File: config.mk
export PLATFORM = sky130hd
export DESIGN_NAME = stme_exec
export DESIGN_NICKNAME = d
export VERILOG_FILES = /design/src/core/stme_pkg.sv /design/src/core/stme_exec.sv /design/src/core/stme_tick.sv
export VERILOG_INCLUDE_DIRS = /design/src /design/src/core
export SDC_FILE = /design/constraint.sdc
export NUM_CORES = 1
export LEC_CHECK = 0
export BUFFER_PORTS_ARGS = -buffer_cell sky130_fd_sc_hd__buf_4
export CORE_MARGIN = 10
export CORE_UTILIZATION = 45
export DETAILED_ROUTE_END_ITERATION = 10
export PLACE_DENSITY = 0.72
export SLEW_MARGIN = 20
export SYNTH_ARGS = -nofsm -noshare
export SYNTH_HDL_FRONTEND = slang
export SYNTH_HIERARCHICAL = 1
export SYNTH_SLANG_ARGS = --single-unit
File: constraint.sdc
create_clock -name sys_clk -period 4.8 [get_ports sys_clk]
set_input_delay 0 -clock sys_clk [delete_from_list [all_inputs] [get_ports sys_clk]]
set_output_delay 0 -clock sys_clk [all_outputs]
set_load 0.01 [all_outputs]
File: src/core/stme_map.svh
// Purpose: constants for the subroutine/timer/misc execution unit
// Assumes: 10-bit instruction words, 4-bit accumulator
// Notes: opcodes of this unit's group are coded locally
`ifndef STME_MAP_SVH
`define STME_MAP_SVH
// =====================================================
// timing
`define STME_CYC_PER_INSN 64
`define STME_TMR_SLOW_MUL 128
`define STME_TMR_FAST_MUL 64
// =====================================================
// opcode selects
`define STME_OP_NOP 4'h0
`define STME_OP_CALL 4'h1
`define STME_OP_RET 4'h2
`define STME_OP_RD_TLO 4'h3
`define STME_OP_RD_THI 4'h4
`define STME_OP_WR_TLO 4'h5
`define STME_OP_WR_THI 4'h6
`define STME_OP_LD_TIMM 4'h7
`define STME_OP_LD_TTBL 4'h8
`define STME_OP_HALT 4'h9
`define STME_OP_STATUS_TEST_OP_REG 4'ha
`define STME_OP_STATUS_TEST_OP_IMM 4'hb
`define STME_OP_ALL_ONES_TEST_OP 4'hc
// =====================================================
// reset values and fields
`define STME_ALL_ONES 4'hf
`define STME_PC_RST 10'h000
`define STME_SP_RST 1'h0
`define STME_PAGE_LSB 10
`endif

File: src/core/stme_pkg.sv
// Purpose: types for the execution unit
// Assumes: nothing
// Notes: request carrier from the decoder
package stme_pkg;
    // =====================================================
    // request struct
    typedef struct packed {
        logic [3:0] op;
        logic [9:0] operand;
        logic [3:0] acc;
        logic [3:0] reg_val;
        logic [9:0] rom_word;
    } stme_req_s;
    typedef enum logic [1:0] {ST_IDLE, ST_CALL2, ST_HOLD} stme_state_e;
endpackage

File: src/core/stme_exec.sv
// Purpose: subroutine, timer-register and misc instruction execution
// Assumes: decoder presents a request for one instruction cycle until req_taken
// Notes: one instruction cycle is 64 sys_clk periods
// Contract
// RULE1: call takes two cycles: bump stack, save pc, load 10-bit target.
// RULE2: stack increment carry on call forces internal reset.
// RULE3: return takes one cycle: pc from return register, then stack decrements.
// RULE4: stack decrement borrow on return forces internal reset.
// RULE5: memory has 1K pages, page select extends call target.
// RULE6: timer nibble reads give t9..t6 high, t5..t2 low.
// RULE7: nibble writes load t9..t6 clear t1, or t5..t2 clear t0.
// RULE8: immediate timer load writes all ten bits in one cycle.
// RULE9: interval is (value plus one) times 64 or 128 clocks.
// RULE10: table load copies rom word addressed by page control and pointer pair.
// RULE11: halt enters standby, operand selects release condition; the code skips standby while the status flag is set.
// RULE12: status test sets flag if any masked status matches, else clears.
// RULE13: all-ones test sets carry when accumulator is fh, else clears.
// RULE14: one instruction cycle is 64 clocks.
//
`include "stme_map.svh"
`timescale 1ns/1ps
`default_nettype none
module stme_exec #(
    parameter int CYC = `STME_CYC_PER_INSN,
    parameter int PAGE_BITS = 1
)
(
    // clock and reset
    input wire logic sys_clk,
    input wire logic srst,
    // request from decoder
    input wire logic req_valid,
    input wire stme_pkg::stme_req_s req,
    input wire logic [PAGE_BITS-1:0] page_sel,
    input wire logic [2:0] table_page_ctrl,
    input wire logic [7:0] table_pointer_pair,
    input wire logic [3:0] status_in,
    input wire logic timer_clk_slow,
    input wire logic wake_event,
    // results
    output logic req_taken,
    output logic [PAGE_BITS+9:0] program_counter,
    output logic stack_pointer,
    output logic [PAGE_BITS+9:0] return_address_reg,
    output logic carry_flag,
    output logic status_flag,
    output logic acc_we,
    output logic [3:0] acc_out,
    output logic [9:0] timer_reg,
    output logic [17:0] timer_interval_clks,
    output logic timer_reload,
    output logic [PAGE_BITS+9:0] rom_addr,
    output logic standby,
    output logic [3:0] wake_sel,
    output logic int_reset
);
    // =====================================================
    // elaboration checks
    // the page field rides above the 10-bit address; the pc widens with it, and 1 to 4 page bits are allowed
    if (PAGE_BITS < 1 || PAGE_BITS > 4)
    begin
        $error("bad page width");
    end
    // the tick divider needs at least two clocks per instruction cycle
    if (CYC < 2)
    begin
        $error("instruction cycle too short");
    end
    // =====================================================
    // state
    localparam int PW = PAGE_BITS + 10;
    // sequencing state
    stme_pkg::stme_state_e st_r;
    stme_pkg::stme_state_e st_nxt;
    // program counter and the single return address slot
    logic [PW-1:0] pc_r;
    logic [PW-1:0] pc_nxt;
    logic [PW-1:0] asr_r;
    logic [PW-1:0] asr_nxt;
    // call target held over the second instruction cycle
    logic [PW-1:0] tgt_r;
    logic [PW-1:0] tgt_nxt;
    // table address toward program memory
    logic [PW-1:0] ra_r;
    logic [PW-1:0] ra_nxt;
    // one-bit stack pointer: one level only
    logic sp_r;
    logic sp_nxt;
    // carry and status flags
    logic cy_r;
    logic cy_nxt;
    logic f_r;
    logic f_nxt;
    // accumulator write-back
    logic we_r;
    logic we_nxt;
    logic [3:0] acc_r;
    logic [3:0] acc_nxt;
    // request accepted pulse
    logic tk_r;
    logic tk_nxt;
    // timer register and its interval in clocks
    logic [9:0] t_r;
    logic [9:0] t_nxt;
    logic [17:0] iv_r;
    logic [17:0] iv_nxt;
    logic rl_r;
    logic rl_nxt;
    // standby and its release selection
    logic sb_r;
    logic sb_nxt;
    logic [3:0] ws_r;
    logic [3:0] ws_nxt;
    // internal reset pulse
    logic ir_r;
    logic ir_nxt;
    // instruction cycle strobe
    logic tick;
    // =====================================================
    // instruction cycle pacing
    stme_tick #(.PERIOD(CYC)) u_tick ( // [RULE14]
        .sys_clk(sys_clk),
        .srst(srst),
        .tick(tick)
    );
    // =====================================================
    // execution next state
    always_comb
    begin
        st_nxt = st_r;
        pc_nxt = pc_r;
        asr_nxt = asr_r;
        tgt_nxt = tgt_r;
        sp_nxt = sp_r;
        cy_nxt = cy_r;
        f_nxt = f_r;
        we_nxt = 1'b0;
        acc_nxt = acc_r;
        t_nxt = t_r;
        rl_nxt = 1'b0;
        sb_nxt = sb_r;
        ws_nxt = ws_r;
        ir_nxt = 1'b0;
        tk_nxt = 1'b0;
        // table address formed continuously for the rom port
        ra_nxt = PW'({table_page_ctrl, table_pointer_pair}); // [RULE10]
        // the timer clock is a fixed divide of sys_clk; it must not follow a shortened CYC,
        // otherwise a simulation build would report intervals the silicon never produces
        iv_nxt = (18'(t_r) + 18'h1) * (timer_clk_slow ? 18'(`STME_TMR_SLOW_MUL) : 18'(`STME_TMR_FAST_MUL)); // [RULE9]
        // wake releases standby whatever else happens this clock
        if (sb_r && wake_event)
            sb_nxt = 1'b0;
        case (st_r)
            stme_pkg::ST_IDLE:
            begin
                if (tick && req_valid && !sb_r)
                begin
                    tk_nxt = 1'b1;
                    case (req.op)
                        `STME_OP_CALL:
                        begin
                            // single-level stack: a second push carries out
                            if (sp_r == 1'b1)
                                ir_nxt = 1'b1; // [RULE2]
                            else
                            begin
                                sp_nxt = 1'b1; // [RULE1]
                                asr_nxt = pc_r;
                                tgt_nxt = {page_sel, req.operand}; // [RULE5]
                                st_nxt = stme_pkg::ST_CALL2;
                            end
                        end
                        `STME_OP_RET:
                        begin
                            pc_nxt = asr_r; // [RULE3]
                            if (sp_r == 1'b0)
                                ir_nxt = 1'b1; // [RULE4]
                            else
                                sp_nxt = 1'b0;
                        end
                        `STME_OP_RD_THI:
                        begin
                            acc_nxt = t_r[9:6]; // [RULE6]
                            we_nxt = 1'b1;
                        end
                        `STME_OP_RD_TLO:
                        begin
                            acc_nxt = t_r[5:2]; // [RULE6]
                            we_nxt = 1'b1;
                        end
                        `STME_OP_WR_THI:
                        begin
                            t_nxt = {req.acc, t_r[5:2], 1'b0, t_r[0]}; // [RULE7]
                            rl_nxt = 1'b1;
                        end
                        `STME_OP_WR_TLO:
                        begin
                            t_nxt = {t_r[9:6], req.acc, t_r[1], 1'b0}; // [RULE7]
                            rl_nxt = 1'b1;
                        end
                        `STME_OP_LD_TIMM:
                        begin
                            t_nxt = req.operand; // [RULE8]
                            rl_nxt = 1'b1;
                        end
                        `STME_OP_LD_TTBL:
                        begin
                            t_nxt = req.rom_word; // [RULE10]
                            rl_nxt = 1'b1;
                        end
                        `STME_OP_HALT:
                        begin
                            // a set status flag suppresses the halt
                            if (!f_r)
                            begin
                                sb_nxt = 1'b1; // [RULE11]
                                ws_nxt = req.operand[3:0];
                            end
                        end
                        `STME_OP_STATUS_TEST_OP_REG:
                            f_nxt = |(status_in & req.reg_val); // [RULE12]
                        `STME_OP_STATUS_TEST_OP_IMM:
                            f_nxt = |(status_in & req.operand[3:0]); // [RULE12]
                        `STME_OP_ALL_ONES_TEST_OP:
                            cy_nxt = (req.acc == `STME_ALL_ONES); // [RULE13]
                        default:
                            ;
                    endcase
                end
            end
            stme_pkg::ST_CALL2:
            begin
                // second instruction cycle of the call
                if (tick)
                begin
                    pc_nxt = tgt_r; // [RULE1]
                    st_nxt = stme_pkg::ST_IDLE;
                end
            end
            default:
                st_nxt = stme_pkg::ST_IDLE;
        endcase
    end
    // =====================================================
    // registers; internal reset returns every register here to power-up state, but the tick divider keeps counting
    always_ff @(posedge sys_clk)
    begin
        if (srst || ir_r)
        begin
            st_r <= stme_pkg::ST_IDLE;
            pc_r <= PW'(`STME_PC_RST);
            asr_r <= '0;
            tgt_r <= '0;
            sp_r <= `STME_SP_RST;
            cy_r <= 1'b0;
            f_r <= 1'b0;
            we_r <= 1'b0;
            acc_r <= 4'h0;
            t_r <= 10'h000;
            iv_r <= 18'h00000;
            rl_r <= 1'b0;
            sb_r <= 1'b0;
            ws_r <= 4'h0;
            ir_r <= 1'b0;
            tk_r <= 1'b0;
            ra_r <= '0;
        end
        else
        begin
            st_r <= st_nxt;
            pc_r <= pc_nxt;
            asr_r <= asr_nxt;
            tgt_r <= tgt_nxt;
            sp_r <= sp_nxt;
            cy_r <= cy_nxt;
            f_r <= f_nxt;
            we_r <= we_nxt;
            acc_r <= acc_nxt;
            t_r <= t_nxt;
            iv_r <= iv_nxt;
            rl_r <= rl_nxt;
            sb_r <= sb_nxt;
            ws_r <= ws_nxt;
            ir_r <= ir_nxt;
            tk_r <= tk_nxt;
            ra_r <= ra_nxt;
        end
    end
    // =====================================================
    // outputs straight from flops
    assign req_taken = tk_r;
    assign program_counter = pc_r;
    assign stack_pointer = sp_r;
    assign return_address_reg = asr_r;
    assign carry_flag = cy_r;
    assign status_flag = f_r;
    assign acc_we = we_r;
    assign acc_out = acc_r;
    assign timer_reg = t_r;
    assign timer_interval_clks = iv_r;
    assign timer_reload = rl_r;
    assign rom_addr = ra_r;
    assign standby = sb_r;
    assign wake_sel = ws_r;
    assign int_reset = ir_r;
endmodule
`default_nettype wire

File: src/core/stme_tick.sv
// Purpose: instruction-cycle tick divider
// Assumes: sys_clk 50 MHz
// Notes: one pulse per PERIOD clocks
`timescale 1ns/1ps
`default_nettype none
module stme_tick #(parameter int PERIOD = 64)
(
    // clock
    input wire logic sys_clk,
    input wire logic srst,
    // tick
    output logic tick
);
    // a one-clock period would leave the counter with no bits
    if (PERIOD < 2)
    begin
        $error("period too small");
    end
    localparam int CW = $clog2(PERIOD);
    logic [CW-1:0] cnt_r, cnt_nxt;
    logic tick_r, tick_nxt;
    // =====================================================
    // count next state
    always_comb
    begin
        tick_nxt = (cnt_r == CW'(PERIOD-1));
        cnt_nxt = tick_nxt ? '0 : cnt_r + 1'b1;
    end
    always_ff @(posedge sys_clk)
    begin
        if (srst)
        begin
            cnt_r <= '0;
            tick_r <= 1'b0;
        end
        else
        begin
            cnt_r <= cnt_nxt;
            tick_r <= tick_nxt;
        end
    end
    assign tick = tick_r;
endmodule
`default_nettype wire

# Yosys cells after proc, flatten, opt, wreduce, memory -nomap -nowiden

Index checks and enable logic that the tools add are counted.

Flip-flop bits (word level): 97
Input bits: 53

$add $sub $neg: 2
$mul: 1
Equality and inequality tests: 20
Multiplexer cells: 25
Bitwise logic cells: 8
Reductions and logical operators: 29

Operators by type and width:

| operator              | number |
|---|---|
| $pmux 10 s4           | 1 |
| $mux 11               | 3 |
| $eq 4x4->1 const B    | 6 |
| $reduce_and 4->1      | 6 |
| $pmux 11 s2           | 1 |
| $mul 11x8->18         | 1 |
| $eq 4x3->1 const B    | 4 |
| $reduce_and 3->1      | 4 |
| $reduce_or 4->1       | 3 |
| $add 10x1->11 const B | 1 |
| $mux 1                | 10 |
| $and 4x4->4           | 2 |
| $eq 4x2->1 const B    | 2 |
| $mux 2                | 4 |
| $mux 8                | 1 |
| $pmux 4 s2            | 1 |
| $reduce_bool 2->1     | 4 |
| $add 6x1->6 const B   | 1 |
| $eq 6x6->1 const B    | 1 |
| $ne 2x1->1 const B    | 3 |
| $not 1->1             | 6 |
| $pmux 1 s2            | 3 |
| $reduce_bool 3->1     | 2 |
| $reduce_or 2->1       | 3 |
| 9 further kinds       | 12 |

# Logic depth before layout (Yosys ltp)

Depth after elaboration: 6
Mapped depth: 15
Mapped depth without buffers: 14

# Cells and area by module

Netlist, hierarchy kept.

Modules (own cells, without submodules):

| module    | instances | cells an instance | area each (um^2) | sequential area each (um^2) |
|---|---|---|---|---|
| stme_exec | 1         | 488               | 4285.4           | 1661.6 |
| stme_tick | 1         | 28                | 262.8            | 140.1 |

# Worst setup path after synthesis

OpenSTA, ideal clock, no wires.

Path kind: reg2reg
Start point: register t_r[0], in the netlist timer_reg[0]
End point: register iv_r[17], in the netlist timer_interval_clks[17]
Setup time: 0.072 ns
Arrival time: 3.607 ns
Slack: 1.121 ns
Cell stages (with the launch flop): 16
Buffers on the path: 1
Cells stage by stage: dfxtp_1 -> ha_1 -> clkbuf_1 -> nand4_1 -> nor3_1 -> xnor2_1 -> nor2_1 -> ha_1 -> ha_1 -> ha_1 -> ha_1 -> ha_1 -> o21a_1 -> a211o_1 -> a21o_1 -> mux2i_1

Longest elaborated chain between the ends: 2

Ends and longest elaborated chain:

| item                   | RTL line         | text |
|---|---|---|
| start, declared        | stme_exec.sv:103 | `logic [9:0] t_r;` |
| start signal, assigned | stme_exec.sv:279 | `t_r <= t_nxt;` |
| $add 10x1->11          | stme_exec.sv:149 | `` iv_nxt = (18'(t_r) + 18'h1) * (timer_clk_slow ? 18'(`STME_TMR_SLOW_MUL) : 18'(`STME_TMR_FAST_MUL)); `` |
| $mul 11x8->18          | stme_exec.sv:149 |  |
| end signal, assigned   | stme_exec.sv:280 | `iv_r <= iv_nxt;` |
| end, declared          | stme_exec.sv:105 | `logic [17:0] iv_r;` |

No other way between the ends.
A chain may end at the register's enable or synchronous reset.

# Worst setup path after layout

Same ends and word-level chain as after synthesis.

==> flow_summary.json <==
{
  "async_flop_share_pct": 0,
  "cts_hold_buffers": 30,
  "yosys.area.top_type": "dfxtp_1",
  "cts_sinks": 90,
  "maxCapViolCount": 0,
  "synthTopCellsByArea": "dfxtp_1 40%, ha_1 6.6%, nand2_1 5.4%, mux2i_1 5.1%, a21oi_1 4.8%",
  "post_cts_resized": 0,
  "dr.pass1.iters": 4,
  "drc": 0,
  "grt-ovfl-total": 0,
  "crit_top_cell": "ha_1",
  "post-cts-setup-buffers": 0,
  "area_delta_synth_final_pct": 31.6,
  "fp.dieH_um": 121,
  "synth.distinct_cells": 62,
  "combinationalPowerShare_pct": 11.2,
  "finalSetupViolCount": 0,
  "hp-class": "in -> reg",
  "cts_root_buffer": "clkbuf_8",
  "synth_top_family_by_area": "simple AND/OR/NAND/NOR gates",
  "synth_fa_ha_area_share_pct": 7.04,
  "largest_reg_flops": 12,
  "status": "complete, no violations",
  "syn-instance-count": 516,
  "numCtsBuffers": 9,
  "crit_required_ns": 5.09,
  "utilization_pct": 60.9,
  "finalWeightedCongestion": 0.819,
  "syn_area_per_cell_um2": 8.81,
  "intPower_uw": 1090,
  "worstSetupEndpointType": "flip-flop",
  "power.share.clock_pct": 36.4,
  "drtAntennaViolNets": 0,
  "power_switching_uw": 368,
  "num_vias": 4099,
  "critPathSlowestCell": "dfxtp_1",
  "tightest_slew_ns": 0.827,
  "slew_headroom_pct": 44.8,
  "row_count": 36,
  "yosysSeqAreaShare_pct": 39.6,
  "period_needed_ns": 3.89,
  "h-tree-depth": 3,
  "synth-edff-count": 0,
  "critical_path_peak_fanout": 9,
  "drive_gt1_share_pct": 23.6,
  "fin_tns_setup_ns": 0,
  "synth_ff_type": "dfxtp_1",
  "antenna_found_initial": 0,
  "worstSetupPathType": "reg -> reg",
  "grt_pass1_vias": 4097,
  "ys_ff_latch": 90,
  "post-dp-hpwl_um": 9300,
  "synth_area_um2": 4550,
  "yosysWarnings": 6,
  "synthMuxAreaShare_pct": 5.06,
  "avgViaCountPerCell": 5.18,
  "rsz0062_at_grt": "no",
  "swShare_pct": 25.2,
  "fmax_mhz": 257,
  "synthXorXnorAreaFrac_pct": 2.31,
  "vdd_drop_max_v": 0.000171,
  "cts_tree": "yes",
  "finalClockSkew_ns": 0.0155,
  "power.density_nw_per_um2": 244,
  "die_w_um": 121,
  "cts.clk_slew.worst_paths_ns": 0.09,
  "core-area_um2": 9820,
  "synth_simple_gate_area_share_pct": 21.2,
  "maxSlewViolCount": 0,
  "routed_wl_um": 12800,
  "drt_iter0_drc": 253,
  "cp-start-kind": "flip-flop",
  "antenna_cells": 0,
  "worstSkewPairLatency_ns": 0.36,
  "start_util_pct": 46.3,
  "seq_power_share_pct": 52.4,
  "p_leak_uw": 0.00247,
  "crit_chain": "ha_1 > nand4_1 > nor3_1 > xnor2_1 > nor2_1 > ha_1 > ha_1 > ha_1 > ha_1 > ha_1 > o21a_1 > a211o_1 > a21o_1 > mux2i_1",
  "grt_pass1_wl_um": 20700,
  "pin_count": 130,
  "critPathMaxStageDelay_ns": 0.48,
  "die-area_um2": 14500,
  "grt_use_total_pct": 17.1,
  "finalHoldViolCount": 0,
  "min_period_over_period_pct": 81.1,
  "synth_top_area_share_pct": 39.6,
  "cts_buffer_depth": 2,
  "wl_per_cell_um": 16.2,
  "grt_max_degree": 58,
  "io_buffers": 123,
  "nets": 731,
  "worstPathArrival_ns": 4.18,
  "synth_compound_area_share_pct": 18.4
}
metrics by stage:
stage               worst slack [ns]  total power (uW)  area [um^2]  hold slack [ns]  cells
floorplan                       1.12               860         4590           0.0691    528
global placement                1.11               921         5450            0.202    743
detailed placement             0.967               924         5470            0.206    744
CTS                            0.925              1470         5970          0.00342    790
global route                   0.623              1520         5980           0.0170    791
finish                         0.909              1460         5980          0.00439    791
critical path, delay by kind of cell, from the launching register on:
family	cells	cell delay, ns
adder cells (fa/ha/maj)	6	1.92
multiplexers	1	0.11
AND/OR/NAND/NOR	3	0.57
AO/OA/AOI/OAI	3	0.60
XOR/XNOR	1	0.14
flip-flops	1	0.48
cells in the mapped netlist (all sizes together) (4+ instances only):
library cell and n:
and2 18, nor4 8, clkbuf 17, a211oi 20, a21oi 46, a31oi 5
buf 25, a22oi 13, a22o 4, nor2 44, mux2i 23, o21a 4
o21ai 17, nand3 11, xnor2 10, nor3 8, inv 10, nand2b 6
ha 24, nand2 66, dfxtp 90
power groups by stage:
stage	clock, uW	sequential (uW)	combinational, uW
after floorplan	0	786	73.7
after global placement	0	781	140
after detailed placement	0	781	143
after CTS	541	764	163
after global routing	576	765	180
final	530	764	163
area by class of cell:
type | instances | area [um^2]
Fill cell | 895 | 3840
Multi-Input combinational cell | 385 | 2520
Sequential cell | 90 | 1800
Timing Repair Buffer | 156 | 1260
Tap cell | 133 | 166
Clock buffer | 10 | 128
Clock inverter | 6 | 72.6
Inverter | 11 | 41.3
path summary, 6_finish.rpt:
| path | start | to | slack (ns) | depth (start not counted) |
|---|---|---|---|---|
| max | timer_reg[0]$_SDFFE_PP0P_ | timer_interval_clks[17]$_SDFF_PP0_ | 0.91 | 14 |
| min | req[7] | timer_reg[7]$_SDFFE_PP0P_ | 0.004 | 3 |
| max reg2reg | timer_reg[0]$_SDFFE_PP0P_ | timer_interval_clks[17]$_SDFF_PP0_ | 0.91 | 14 |
| min reg2reg | tgt_r[1]$_SDFFE_PP0P_ | tgt_r[1]$_SDFFE_PP0P_ | 0.46 | 2 |
layer usage:
metal  vias up  part of all wire, %  global-route usage (%)
li1       2081                    -                       -
met1      1891                   45                    21.3
met2       118                   47                    27.8
met3         9                  6.8                    4.61
met4         0                 0.94                    5.96
met5         -                    0                       0
placed cells by master, fill, tap and decap left out, types with 3 or more instances in the layout:
cell | Yosys | final
o21ai_0 | 17 | 17
conb_1 | 1 | 13
nor3_1 | 8 | 8
dfxtp_1 | 90 | 90
buf_4 | 6 | 124
xnor2_1 | 10 | 10
a31oi_1 | 5 | 5
o21a_1 | 4 | 4
a22o_1 | 4 | 4
nand4_1 | 3 | 3
and2_1 | 18 | 18
a22oi_1 | 13 | 13
a211oi_1 | 19 | 19
nor4_1 | 7 | 7
a21oi_1 | 44 | 44
inv_1 | 10 | 10
nor2b_1 | 3 | 3
ha_1 | 24 | 24
nand2b_1 | 6 | 6
clkbuf_8 | 0 | 9
dlygate4sd3_1 | 0 | 30
nor2_1 | 44 | 44
nand2_1 | 66 | 66
mux2i_1 | 23 | 23
nand3_1 | 10 | 10
logic make-up (layout without fill, tap and decap cells):
family | count (synthesis) | after routing
AND/OR/NAND/NOR | 187 | 187
AO/OA/AOI/OAI | 125 | 125
flip-flops | 90 | 90
buffers and inverters | 53 | 183
adder cells (fa/ha/maj) | 25 | 25
multiplexers | 23 | 23
XOR/XNOR | 12 | 12
other | 1 | 13
Power figures use the tool's default switching activity.
